[src/lad_pkg.sv]
`default_nettype none
package lad_pkg;
    // Clock and documented times.
    localparam int unsigned CLK_HZ        = 200_000_000;
    localparam int unsigned CF_E1_MS      = 100;
    localparam int unsigned WIN_T1_MS     = 40;
    localparam int unsigned CF_E1_CYCLES  = (CLK_HZ / 1000) * CF_E1_MS;
    localparam int unsigned WIN_T1_CYCLES = (CLK_HZ / 1000) * WIN_T1_MS;
    localparam int unsigned CNT_W         = 25;

    // Register indices; the byte address is four times the index.
    localparam logic [7:0]  IDX_STATE = 8'hb9;
    localparam logic [7:0]  IDX_MASK  = 8'hba;
    localparam logic [7:0]  IDX_EVT   = 8'hbb;
    localparam logic [7:0]  IDX_CRIT  = 8'hbc;
    localparam logic [7:0]  IDX_CFC   = 8'hbd;
    localparam logic [7:0]  IDX_YD    = 8'hbe;
    localparam logic [7:0]  IDX_YC    = 8'hbf;
    localparam logic [7:0]  IDX_AD    = 8'hc0;
    localparam logic [7:0]  IDX_AC    = 8'hc1;
    localparam int unsigned AW        = 12;
    localparam logic [11:0] A_STATE   = {2'h0, IDX_STATE, 2'h0};
    localparam logic [11:0] A_MASK    = {2'h0, IDX_MASK, 2'h0};
    localparam logic [11:0] A_EVT     = {2'h0, IDX_EVT, 2'h0};
    localparam logic [11:0] A_CRIT    = {2'h0, IDX_CRIT, 2'h0};
    localparam logic [11:0] A_CFC     = {2'h0, IDX_CFC, 2'h0};
    localparam logic [11:0] A_YD      = {2'h0, IDX_YD, 2'h0};
    localparam logic [11:0] A_YC      = {2'h0, IDX_YC, 2'h0};
    localparam logic [11:0] A_AD      = {2'h0, IDX_AD, 2'h0};
    localparam logic [11:0] A_AC      = {2'h0, IDX_AC, 2'h0};

    // Alarm bit positions in state, event and mask registers.
    localparam int unsigned NALM   = 7;
    localparam int unsigned B_RAI  = 0;
    localparam int unsigned B_MF   = 1;
    localparam int unsigned B_CF   = 2;
    localparam int unsigned B_AO   = 3;
    localparam int unsigned B_S16A = 4;
    localparam int unsigned B_S16Z = 5;
    localparam int unsigned B_YEL  = 6;
    localparam int unsigned C_RAI  = 0;
    localparam int unsigned C_AO   = 1;

    // Reset values.
    localparam logic [7:0] MASK_RST = 8'h00;
    localparam logic [7:0] CRIT_RST = 8'h00;
    localparam logic [7:0] THR_RST  = 8'h01;

    // Detection thresholds.
    localparam logic [2:0]  RAI_LAST    = 3'h3;
    localparam logic [1:0]  MF_LAST     = 2'h2;
    localparam logic [8:0]  AO_LAST_BIT = 9'h1ff;
    localparam logic [6:0]  AO_E1_LIM   = 7'h03;
    localparam logic [6:0]  AO_T1_LIM   = 7'h3d;
    localparam logic [3:0]  S16_LAST    = 4'hf;
    localparam logic [2:0]  S16_LIM     = 3'h4;
    localparam logic [15:0] YEL_PAT     = 16'hff00;
    localparam logic [3:0]  YEL_LIM     = 4'h7;

    // AXI responses.
    localparam logic [1:0] RESP_OKAY   = 2'h0;
    localparam logic [1:0] RESP_SLVERR = 2'h2;
endpackage
`default_nettype wire

[src/lad_line_alarm_detector.sv]
`default_nettype none
module lad_line_alarm_detector #(
    parameter int unsigned E1_HOLD_CYCLES = lad_pkg::CF_E1_CYCLES,
    parameter int unsigned T1_WIN_CYCLES  = lad_pkg::WIN_T1_CYCLES
) (
    // Clock and reset.
    input  wire logic        clk_in,
    input  wire logic        rst_n_in,
    // Line mode.
    input  wire logic        e1_mode_in,
    input  wire logic        esf_mode_in,
    // Receive framer indications.
    input  wire logic        frame_sync_in,
    input  wire logic        mf_sync_in,
    input  wire logic        a_bit_valid_in,
    input  wire logic        a_bit_in,
    input  wire logic        y_bit_valid_in,
    input  wire logic        y_bit_in,
    input  wire logic        rx_bit_valid_in,
    input  wire logic        rx_bit_in,
    input  wire logic        slot16_valid_in,
    input  wire logic [7:0]  slot16_octet_in,
    input  wire logic        dl_bit_valid_in,
    input  wire logic        dl_bit_in,
    // AXI4-Lite write.
    input  wire logic [11:0] s_axi_awaddr_in,
    input  wire logic        s_axi_awvalid_in,
    output logic             s_axi_awready_out,
    input  wire logic [31:0] s_axi_wdata_in,
    input  wire logic [3:0]  s_axi_wstrb_in,
    input  wire logic        s_axi_wvalid_in,
    output logic             s_axi_wready_out,
    output logic [1:0]       s_axi_bresp_out,
    output logic             s_axi_bvalid_out,
    input  wire logic        s_axi_bready_in,
    // AXI4-Lite read.
    input  wire logic [11:0] s_axi_araddr_in,
    input  wire logic        s_axi_arvalid_in,
    output logic             s_axi_arready_out,
    output logic [31:0]      s_axi_rdata_out,
    output logic [1:0]       s_axi_rresp_out,
    output logic             s_axi_rvalid_out,
    input  wire logic        s_axi_rready_in,
    // Alarm outputs.
    output logic [6:0]       alarm_state_out,
    output logic             irq_n_out
);
    localparam logic [24:0] E1_LAST = 25'(E1_HOLD_CYCLES - 1);
    localparam logic [24:0] T1_LAST = 25'(T1_WIN_CYCLES - 1);
    localparam int          E1_LAST_I = int'(E1_HOLD_CYCLES - 1);

    typedef struct packed {
        logic        awready;
        logic        aw_full;
        logic [11:0] aw_addr;
        logic        wready;
        logic        w_full;
        logic [31:0] w_data;
        logic        w_lane0;
        logic        bvalid;
        logic [1:0]  bresp;
        logic        arready;
        logic        rvalid;
        logic [1:0]  rresp;
        logic [31:0] rdata;
        logic [7:0]  mask;
        logic [7:0]  crit;
        logic [7:0]  cf_dth;
        logic [7:0]  cf_cth;
        logic [7:0]  yel_dth;
        logic [7:0]  yel_cth;
        logic [7:0]  ao_dth;
        logic [7:0]  ao_cth;
        logic [6:0]  alm;
        logic [6:0]  evt;
        logic        irq_n;
        logic [2:0]  rai_cnt;
        logic [1:0]  mf_cnt;
        logic [24:0] cf_cyc;
        logic [7:0]  cf_win;
        logic [24:0] t40;
        logic [8:0]  ao_bits;
        logic [6:0]  ao_zero;
        logic        ao_prev_low;
        logic [7:0]  ao_win;
        logic [15:0] yel_sh;
        logic [3:0]  yel_cnt;
        logic [7:0]  yel_win;
        logic [3:0]  s16_frm;
        logic [2:0]  s16_zero;
        logic        s16_prev_low;
        logic [3:0]  s16_run;
    } lad_state_t;

    lad_state_t  s_r;
    lad_state_t  s_nxt;
    logic [31:0] rd_val;
    logic        rd_ok;
    logic        wr_ok;
    logic        wr_go;
    logic [6:0]  clr_mask;
    logic        tick40;
    logic [6:0]  ao_lim;
    logic [6:0]  ao_z;
    logic        ao_low;
    logic [3:0]  s16_sum;
    logic [2:0]  s16_z;
    logic        s16_low;
    logic [15:0] yel_sh;
    logic [8:0]  step;
    logic [24:0] cf_last;

    // Consecutive-window counter shared by all threshold alarms; a zero threshold acts as one.
    function automatic logic [8:0] win_step(input logic opp, input logic [7:0] win,
                                            input logic [7:0] thr);
        logic [7:0] lim;
        lim = (thr == 8'h00) ? 8'h01 : thr;
        if (!opp) begin
            win_step = 9'h000;
        end else if (win + 8'h01 >= lim) begin
            win_step = {1'b1, 8'h00};
        end else begin
            win_step = {1'b0, win + 8'h01};
        end
    endfunction

    function automatic logic [3:0] zeros8(input logic [7:0] o);
        logic [3:0] c;
        c = 4'h0;
        for (int i = 0; i < 8; i++) begin
            c = c + {3'h0, ~o[i]};
        end
        return c;
    endfunction

    always_comb begin
        rd_val = 32'h0;
        rd_ok  = 1'b1;
        case ({s_axi_araddr_in[11:2], 2'h0})
            lad_pkg::A_STATE: rd_val = {25'h0, s_r.alm};
            lad_pkg::A_MASK:  rd_val = {24'h0, s_r.mask};
            lad_pkg::A_EVT:   rd_val = {25'h0, s_r.evt};
            lad_pkg::A_CRIT:  rd_val = {24'h0, e1_mode_in ? s_r.crit : s_r.cf_dth};
            lad_pkg::A_CFC:   rd_val = {24'h0, s_r.cf_cth};
            lad_pkg::A_YD:    rd_val = {24'h0, s_r.yel_dth};
            lad_pkg::A_YC:    rd_val = {24'h0, s_r.yel_cth};
            lad_pkg::A_AD:    rd_val = {24'h0, s_r.ao_dth};
            lad_pkg::A_AC:    rd_val = {24'h0, s_r.ao_cth};
            default:          rd_ok  = 1'b0;
        endcase
    end

    always_comb begin
        s_nxt    = s_r;
        wr_go    = s_r.aw_full && s_r.w_full && !s_r.bvalid;
        wr_ok    = 1'b1;
        clr_mask = 7'h00;
        tick40   = (s_r.t40 == T1_LAST);
        ao_lim   = e1_mode_in ? lad_pkg::AO_E1_LIM : lad_pkg::AO_T1_LIM;
        ao_z     = s_r.ao_zero;
        ao_low   = 1'b0;
        s16_sum  = {1'b0, s_r.s16_zero} + zeros8(slot16_octet_in);
        s16_z    = (s16_sum >= {1'b0, lad_pkg::S16_LIM}) ? lad_pkg::S16_LIM : s16_sum[2:0];
        s16_low  = (s16_z < lad_pkg::S16_LIM);
        yel_sh   = {s_r.yel_sh[14:0], dl_bit_in};
        step     = 9'h000;
        cf_last  = e1_mode_in ? E1_LAST : T1_LAST;

        // Register bus: address and data are taken in either order, one write at a time.
        if (s_r.awready && s_axi_awvalid_in) begin
            s_nxt.awready = 1'b0;
            s_nxt.aw_full = 1'b1;
            s_nxt.aw_addr = s_axi_awaddr_in;
        end
        if (s_r.wready && s_axi_wvalid_in) begin
            s_nxt.wready  = 1'b0;
            s_nxt.w_full  = 1'b1;
            s_nxt.w_data  = s_axi_wdata_in;
            s_nxt.w_lane0 = s_axi_wstrb_in[0];
        end
        if (wr_go) begin
            s_nxt.aw_full = 1'b0;
            s_nxt.w_full  = 1'b0;
            s_nxt.bvalid  = 1'b1;
            case ({s_r.aw_addr[11:2], 2'h0})
                lad_pkg::A_STATE: wr_ok = 1'b1;
                lad_pkg::A_MASK:  if (s_r.w_lane0) s_nxt.mask = s_r.w_data[7:0];
                lad_pkg::A_EVT:   if (s_r.w_lane0) clr_mask = s_r.w_data[6:0];
                lad_pkg::A_CRIT: begin
                    if (s_r.w_lane0 && e1_mode_in) s_nxt.crit = s_r.w_data[7:0];
                    if (s_r.w_lane0 && !e1_mode_in) s_nxt.cf_dth = s_r.w_data[7:0];
                end
                lad_pkg::A_CFC:   if (s_r.w_lane0) s_nxt.cf_cth = s_r.w_data[7:0];
                lad_pkg::A_YD:    if (s_r.w_lane0) s_nxt.yel_dth = s_r.w_data[7:0];
                lad_pkg::A_YC:    if (s_r.w_lane0) s_nxt.yel_cth = s_r.w_data[7:0];
                lad_pkg::A_AD:    if (s_r.w_lane0) s_nxt.ao_dth = s_r.w_data[7:0];
                lad_pkg::A_AC:    if (s_r.w_lane0) s_nxt.ao_cth = s_r.w_data[7:0];
                default:          wr_ok = 1'b0;
            endcase
            s_nxt.bresp = wr_ok ? lad_pkg::RESP_OKAY : lad_pkg::RESP_SLVERR;
        end
        if (s_r.bvalid && s_axi_bready_in) begin
            s_nxt.bvalid  = 1'b0;
            s_nxt.awready = 1'b1;
            s_nxt.wready  = 1'b1;
        end
        if (s_r.arready && s_axi_arvalid_in) begin
            s_nxt.arready = 1'b0;
            s_nxt.rvalid  = 1'b1;
            s_nxt.rdata   = rd_val;
            s_nxt.rresp   = rd_ok ? lad_pkg::RESP_OKAY : lad_pkg::RESP_SLVERR;
        end
        if (s_r.rvalid && s_axi_rready_in) begin
            s_nxt.rvalid  = 1'b0;
            s_nxt.arready = 1'b1;
        end

        // Remote alarm on the A bit, judged only in basic frame sync.
        if (e1_mode_in && frame_sync_in && a_bit_valid_in) begin
            if (!a_bit_in) begin
                s_nxt.rai_cnt = 3'h0;
                s_nxt.alm[lad_pkg::B_RAI] = 1'b0;
            end else begin
                if (s_r.rai_cnt != lad_pkg::RAI_LAST) s_nxt.rai_cnt = s_r.rai_cnt + 3'h1;
                if (s_r.crit[lad_pkg::C_RAI] || s_r.rai_cnt == lad_pkg::RAI_LAST) begin
                    s_nxt.alm[lad_pkg::B_RAI] = 1'b1;
                end
            end
        end

        // Multiframe remote alarm on the Y bit.
        if (e1_mode_in && mf_sync_in && y_bit_valid_in) begin
            if (!y_bit_in) begin
                s_nxt.mf_cnt = 2'h0;
                s_nxt.alm[lad_pkg::B_MF] = 1'b0;
            end else begin
                if (s_r.mf_cnt != lad_pkg::MF_LAST) s_nxt.mf_cnt = s_r.mf_cnt + 2'h1;
                if (s_r.mf_cnt == lad_pkg::MF_LAST) s_nxt.alm[lad_pkg::B_MF] = 1'b1;
            end
        end

        // Carrier failure: the opposite condition must persist without a break.
        if (s_r.alm[lad_pkg::B_CF] ? !frame_sync_in : frame_sync_in) begin
            s_nxt.cf_cyc = 25'h0;
            s_nxt.cf_win = 8'h00;
        end else if (s_r.cf_cyc >= cf_last) begin
            s_nxt.cf_cyc = 25'h0;
            step = win_step(1'b1, s_r.cf_win,
                            e1_mode_in ? 8'h01 :
                            (s_r.alm[lad_pkg::B_CF] ? s_r.cf_cth : s_r.cf_dth));
            s_nxt.cf_win = step[7:0];
            if (step[8]) s_nxt.alm[lad_pkg::B_CF] = !s_r.alm[lad_pkg::B_CF];
        end else begin
            s_nxt.cf_cyc = s_r.cf_cyc + 25'h1;
        end

        // Free-running 40 ms window for the T1 criteria.
        s_nxt.t40 = tick40 ? 25'h0 : s_r.t40 + 25'h1;

        // All-ones: zeros counted in fixed windows, sync ignored except by criterion 0.
        if (rx_bit_valid_in) begin
            ao_z = (s_r.ao_zero >= ao_lim) ? ao_lim : s_r.ao_zero + {6'h00, ~rx_bit_in};
            s_nxt.ao_zero = ao_z;
        end
        ao_low = (ao_z < ao_lim);
        if (e1_mode_in) begin
            if (rx_bit_valid_in) s_nxt.ao_bits = s_r.ao_bits + 9'h001;
            if (rx_bit_valid_in && s_r.ao_bits == lad_pkg::AO_LAST_BIT) begin
                s_nxt.ao_bits = 9'h000;
                s_nxt.ao_zero = 7'h00;
                s_nxt.ao_prev_low = ao_low;
                if (!s_r.crit[lad_pkg::C_AO]) begin
                    if (ao_low && !frame_sync_in) s_nxt.alm[lad_pkg::B_AO] = 1'b1;
                    if (!ao_low) s_nxt.alm[lad_pkg::B_AO] = 1'b0;
                end else begin
                    if (ao_low && s_r.ao_prev_low) s_nxt.alm[lad_pkg::B_AO] = 1'b1;
                    if (!ao_low && !s_r.ao_prev_low) s_nxt.alm[lad_pkg::B_AO] = 1'b0;
                end
            end
        end else if (tick40) begin
            s_nxt.ao_zero = 7'h00;
            step = win_step(s_r.alm[lad_pkg::B_AO] ? !ao_low : ao_low, s_r.ao_win,
                            s_r.alm[lad_pkg::B_AO] ? s_r.ao_cth : s_r.ao_dth);
            s_nxt.ao_win = step[7:0];
            if (step[8]) s_nxt.alm[lad_pkg::B_AO] = !s_r.alm[lad_pkg::B_AO];
        end

        // Slot 16 all-ones and loss, per received slot 16 octet in frame sync.
        if (e1_mode_in && frame_sync_in && slot16_valid_in) begin
            s_nxt.s16_frm  = s_r.s16_frm + 4'h1;
            s_nxt.s16_zero = s16_z;
            if (s_r.s16_frm == lad_pkg::S16_LAST) begin
                s_nxt.s16_zero     = 3'h0;
                s_nxt.s16_prev_low = s16_low;
                if (s16_low && s_r.s16_prev_low) s_nxt.alm[lad_pkg::B_S16A] = 1'b1;
                if (!s16_low) s_nxt.alm[lad_pkg::B_S16A] = 1'b0;
            end
            if (s_r.alm[lad_pkg::B_S16Z] ? (slot16_octet_in == 8'h00)
                                         : (slot16_octet_in != 8'h00)) begin
                s_nxt.s16_run = 4'h0;
            end else if (s_r.s16_run == lad_pkg::S16_LAST) begin
                s_nxt.s16_run = 4'h0;
                s_nxt.alm[lad_pkg::B_S16Z] = !s_r.alm[lad_pkg::B_S16Z];
            end else begin
                s_nxt.s16_run = s_r.s16_run + 4'h1;
            end
        end

        // ESF yellow: 0xff00 words on the data link, MSB first, counted per window.
        if (dl_bit_valid_in) begin
            s_nxt.yel_sh = yel_sh;
            if (yel_sh == lad_pkg::YEL_PAT && s_r.yel_cnt <= lad_pkg::YEL_LIM) begin
                s_nxt.yel_cnt = s_r.yel_cnt + 4'h1;
            end
        end
        if (tick40) begin
            s_nxt.yel_cnt = 4'h0;
            step = win_step(s_r.alm[lad_pkg::B_YEL] ? (s_r.yel_cnt <= lad_pkg::YEL_LIM)
                                                     : (s_r.yel_cnt > lad_pkg::YEL_LIM),
                            s_r.yel_win,
                            s_r.alm[lad_pkg::B_YEL] ? s_r.yel_cth : s_r.yel_dth);
            s_nxt.yel_win = step[7:0];
            if (step[8]) s_nxt.alm[lad_pkg::B_YEL] = !s_r.alm[lad_pkg::B_YEL];
        end

        // Alarms of the other line mode are held clear so stale state cannot interrupt.
        if (!e1_mode_in) begin
            s_nxt.alm[lad_pkg::B_RAI]  = 1'b0;
            s_nxt.alm[lad_pkg::B_MF]   = 1'b0;
            s_nxt.alm[lad_pkg::B_S16A] = 1'b0;
            s_nxt.alm[lad_pkg::B_S16Z] = 1'b0;
        end
        if (e1_mode_in || !esf_mode_in) begin
            s_nxt.alm[lad_pkg::B_YEL] = 1'b0;
            s_nxt.yel_win             = 8'h00;
        end

        s_nxt.evt   = (s_r.evt & ~clr_mask) | (s_nxt.alm ^ s_r.alm);
        s_nxt.irq_n = ~|(s_nxt.evt & s_nxt.mask[6:0]);
    end

    always_ff @(posedge clk_in or negedge rst_n_in) begin
        if (!rst_n_in) begin
            s_r         <= '0;
            s_r.awready <= 1'b1;
            s_r.wready  <= 1'b1;
            s_r.arready <= 1'b1;
            s_r.irq_n   <= 1'b1;
            s_r.mask    <= lad_pkg::MASK_RST;
            s_r.crit    <= lad_pkg::CRIT_RST;
            s_r.cf_dth  <= lad_pkg::THR_RST;
            s_r.cf_cth  <= lad_pkg::THR_RST;
            s_r.yel_dth <= lad_pkg::THR_RST;
            s_r.yel_cth <= lad_pkg::THR_RST;
            s_r.ao_dth  <= lad_pkg::THR_RST;
            s_r.ao_cth  <= lad_pkg::THR_RST;
        end else begin
            s_r <= s_nxt;
        end
    end

    assign s_axi_awready_out = s_r.awready;
    assign s_axi_wready_out  = s_r.wready;
    assign s_axi_bresp_out   = s_r.bresp;
    assign s_axi_bvalid_out  = s_r.bvalid;
    assign s_axi_arready_out = s_r.arready;
    assign s_axi_rdata_out   = s_r.rdata;
    assign s_axi_rresp_out   = s_r.rresp;
    assign s_axi_rvalid_out  = s_r.rvalid;
    assign alarm_state_out   = s_r.alm;
    assign irq_n_out         = s_r.irq_n;
endmodule
`default_nettype wire

[config.mk]
export PLATFORM = sky130hd
export DESIGN_NAME = lad_line_alarm_detector
export DESIGN_NICKNAME = d
export VERILOG_FILES = /design/src/lad_pkg.sv /design/src/lad_line_alarm_detector.sv
export SDC_FILE = /design/constraint.sdc
export NUM_CORES = 1
export LEC_CHECK = 0
export BUFFER_PORTS_ARGS = -buffer_cell sky130_fd_sc_hd__buf_2
export CAP_MARGIN = 20
export CELL_PAD_IN_SITES_DETAIL_PLACEMENT = 1
export CELL_PAD_IN_SITES_GLOBAL_PLACEMENT = 2
export CORE_ASPECT_RATIO = 0.75
export CORE_MARGIN = 5
export CORE_UTILIZATION = 39
export CTS_BUF_LIST = sky130_fd_sc_hd__clkbuf_16
export CTS_CLUSTER_DIAMETER = 100
export DETAILED_ROUTE_END_ITERATION = 16
export PLACE_DENSITY_LB_ADDON = 0.1
export SLEW_MARGIN = 20
export SYNTH_ARGS = -nofsm -noshare
export SYNTH_HDL_FRONTEND = slang
export SYNTH_SLANG_ARGS = --single-unit
export TNS_END_PERCENT = 1
[constraint.sdc]
create_clock -name clk_in -period 5.3 [get_ports clk_in]
set_clock_uncertainty 0.15 [all_clocks]
set_input_delay 1.06 -clock clk_in [delete_from_list [all_inputs] [get_ports clk_in]]
set_output_delay 1.06 -clock clk_in [all_outputs]
set_load 0.005 [all_outputs]
==> summary.md <==
| Metric | Value |
|---|---|
| Status | completed |
| Pins Over Slew Limit | 0 |
| Seq pwr share | 42.8% |
| Initial Utilization | 39.3% |
| Clk_lat worst skew | 550 ps |
| Int Power | 0.00393 W |
| Worst R2R End | irq_n_out |
| Number of global-route vias before repair | slightly above 10000 |
| CP peak stage delay | 550 ps |
| Final period utilization | between 90 and 100% |
| Filler cell count in the final layout | roughly 3800 |
| Most common cell on crit path | fa_1 |
| CP Class | input port to flip-flop |
| Comb pwr share | 20.9% |
| LEAKAGE | 7.00 nW |
| Most frequent cells after synthesis | dfrtp_1 (232), nand2_1 (135), nor2_1 (103) |
| Avg Cell Area, Syn | approximately 10 um2 |
| CTS root buf | clkbuf_16 |
| Synth warn | 0 |
| Clock Sinks | around 240 |
| Clock power share | 36.3% |
| Top routing layer used | met4 |
| Clock Path Buffers | 3 |
| Max Cap Viol | 0 |
| CTS buffer count | 28 |
| NetSw | 0.00178 W |
| Leading area contributor after synthesis | dfrtp_1 |
| CP Capture Type | flip-flop |
| Sw Share | 31.2% |
| Largest net degree at the start of global routing | between 100 and 150 |
| First-pass GRT wire length | 57100 um |
| CP Launch Type | input port |
| Crit-path leading delay family | adder cells |
| Final HPWL DP | roughly 25000 um |
| Row count | 59 |
| End of the worst hold path | s_axi_rdata_out[4] |
| Dpl cells | 1812 |
| DR vias | between 9000 and 10000 |
| Dominant cells by area after synthesis | dfrtp_1 (43%), mux2_2 (8.1%), ha_1 (5.9%) |
| RePlAce Congestion | 0.796 |
| Critical Path Fanout Max | 3 |
| Sequential element share of the synthesized area | 44.7% |
| Die Span X | 225 um |
| Setup Viol. Count Final | 0 |
| Residual DRC count | 0 |
| Die area | 38600 um2 |
| Placed cell area | roughly 14000 um2 |
| Fmax | slightly above 0.2 GHz |
| Most used DFF post-synth | dfrtp_1 |
| Final Hold Viols | 0 |
| Die H | approximately 170 um |
| Fin nets | 1542 |
| Post-layout worst setup margin | 451 ps |
| Max rail drop VDD | ~0.00022 V |
| #FFs+latches synth | 242 |
| Synth unique cells | 86 |
| Initial antenna violation count | 0 |
| Setup TNS | 0 ps |
| Share of cells above drive strength 1 | a little under a fifth |
| Routed WL per cell | 18.7 um |
| Final wirelength | 34900 um |
| Worst-path clk slew | 60 ps |
| Global Route Usage Sum | a little under a fifth |
| Met1 Wirelength | 18000 um |
| Layout Area Growth over Synthesis | 12.0% |
| HP Class | flip-flop to flip-flop |
| Worst relative slew slack | 36.9% |
| Total power | around 0.0057 W |
| Setup Fix Bufs, Post-CTS | 0 |
| Seq. cell area | 6070 um2 |
| Cell with the most instances after synthesis | dfrtp_1 |
| Vias/cell | 5.30 |
| Met2 wire length | 15200 um |
| Drt pass-1 iters | 5 |
| Critical path cell sequence | buf_2, fa_1, inv_1, fa_1, fa_1, fa_1, inv_1, fa_1, nand2b_1, o21ai_0, a22oi_1, a21o_1, a221o_1, a211o_1, a2111oi_2 |
| Antenna Nets Post-Route | 0 |
| CP max stage cell | fa_1 |
| Depth of the worst hold-timing path | 1 |
| Hold_sp | s_axi_rdata_out[4] |
| Dpl ws | -154 ps |
| Wire length on met3 | 1310 um |
| Fraction of registers with async set/reset | 100% |
| Initial drt markers | between 400 and 500 |
| Final cell area excluding filler cells | 15200 um2 |
| Num ports | 137 |
| Tmin final | 4850 ps |
| PortBufs | between 70 and 80 |
| Post_cts resized | 0 |
| Multi-input logic area | 6900 um2 |
| Reg2Reg Setup Slack | roughly 700 ps |
| Pwr dens | 376 nW/um2 |
| Worst-Margin Slew | 946 ps |
| RSZ-0062 raised after global routing | no |
| CTS tree | yes |
| N_diodes | 0 |
| Gr ovfl total | 0 |
| Number of synthesized flops with an enable pin | 0 |
| Crit path buf inv count | 3 |
| Data arrival, critical path | 5150 ps |
| Fin cells | 1864 |
| # hold bufs at CTS | 0 |
| R2R depth | 15 |
| Placeable Area | 34500 um2 |
| Mapped Area | 13600 um2 |
| CP Data Required Time | about 5600 ps |
| Post-synth top area share | 42.8% |
| CTS H-tree depth | 1 |
| Cells after Synth | 1330 |
| Worst r2r src | s_r[5] |
per-layer routing:
metal | vias up | global-route usage [%]
met5 | - | 0
met2 | 136 | 27.6
met1 | 4939 | 28.0
li1 | 4781 | -
met4 | 0 | 3.00
met3 | 29 | 2.90
worst max path at each step:
stage	from	end	slack, ps	depth (start not counted)
after floorplan	slot16_octet_in[0]	irq_n_out	270	14
after global placement	slot16_octet_in[0]	irq_n_out	30	15
after global routing	slot16_octet_in[0]	irq_n_out	260	15
final	slot16_octet_in[0]	irq_n_out	450	15
after CTS	slot16_octet_in[0]	irq_n_out	440	15
after detailed placement	slot16_octet_in[0]	irq_n_out	-150	15
stage by stage:
stage               hold WS [ps]  utilization, %
finish                       325            44.1
global route                 353            44.1
CTS                          329            44.0
detailed placement           315            41.2
global placement             307            41.2
floorplan                    297               -
cell usage in the layout (no fill, tap or decap), drive strengths merged, types with 13 or more instances in the layout:
cell    count
xor2       34
dfrtp     232
inv        55
clkbuf     29
and3       19
buf        87
conb       26
mux2i      36
clkinv     14
nor3       25
nor2      103
a21oi      37
xnor2      37
a21o       13
nand4      25
nand2b     16
nand2     135
ha         64
nand3      65
o21ai      85
mux2       98
power by group through the flow:
stage	Combinational (W)	Clock (W)	Sequential, W
2_1_floorplan	0.000974	0	0.00230
3_3_place_gp	0.00116	0	0.00247
3_5_place_dp	0.00121	0	0.00248
4_1_cts	0.00122	0.00213	0.00245
5_1_grt	0.00137	0.00221	0.00249
6_report	0.00119	0.00207	0.00245
cell families after synthesis:
logic type,after synthesis,share of synthesized area (%)
AO/OA/AOI/OAI,219,10.7
XOR/XNOR,71,4.59
adder cells (fa/ha/maj),69,6.64
buffers and inverters,139,5.11
flip-flops,242,44.7
multiplexers,138,11.5
other,1,0.0277
AND/OR/NAND/NOR,451,16.7
final cells by class:
| cell class | instances | area share (%) |
|---|---|---|
| clock buffer | 29 | 4.78 |
| tap | 457 | 3.77 |
| multi-input combinational | 974 | 45.4 |
| sequential | 242 | 40.0 |
| clock inverter | 23 | 1.65 |
| timing repair buffer | 87 | 3.15 |
| inverter | 52 | 1.29 |
registers in the layout (all words and copies together) (netlist names):
name,cells
alarm_state_out,7
irq_n_out,1
s_axi_arready_out,1
s_axi_awready_out,1
s_axi_bresp_out,1
s_axi_bvalid_out,1
s_axi_rdata_out,8
s_axi_rresp_out,1
s_axi_rvalid_out,1
s_axi_wready_out,1
s_r,219
worst register-to-register path, cell delays in order (launching register included):
cell       delay [ps]
dfrtp_1           320
inv_1              70
fa_1              520
inv_1              60
fa_1              490
fa_1              550
fa_1              200
inv_1              60
fa_1              410
nand2b_1          180
o21ai_0           170
a22oi_1           130
a21o_1            220
a221o_1           370
a211o_1           360
a2111oi_2         230
Note: power is estimated with default switching activity, not from simulation.
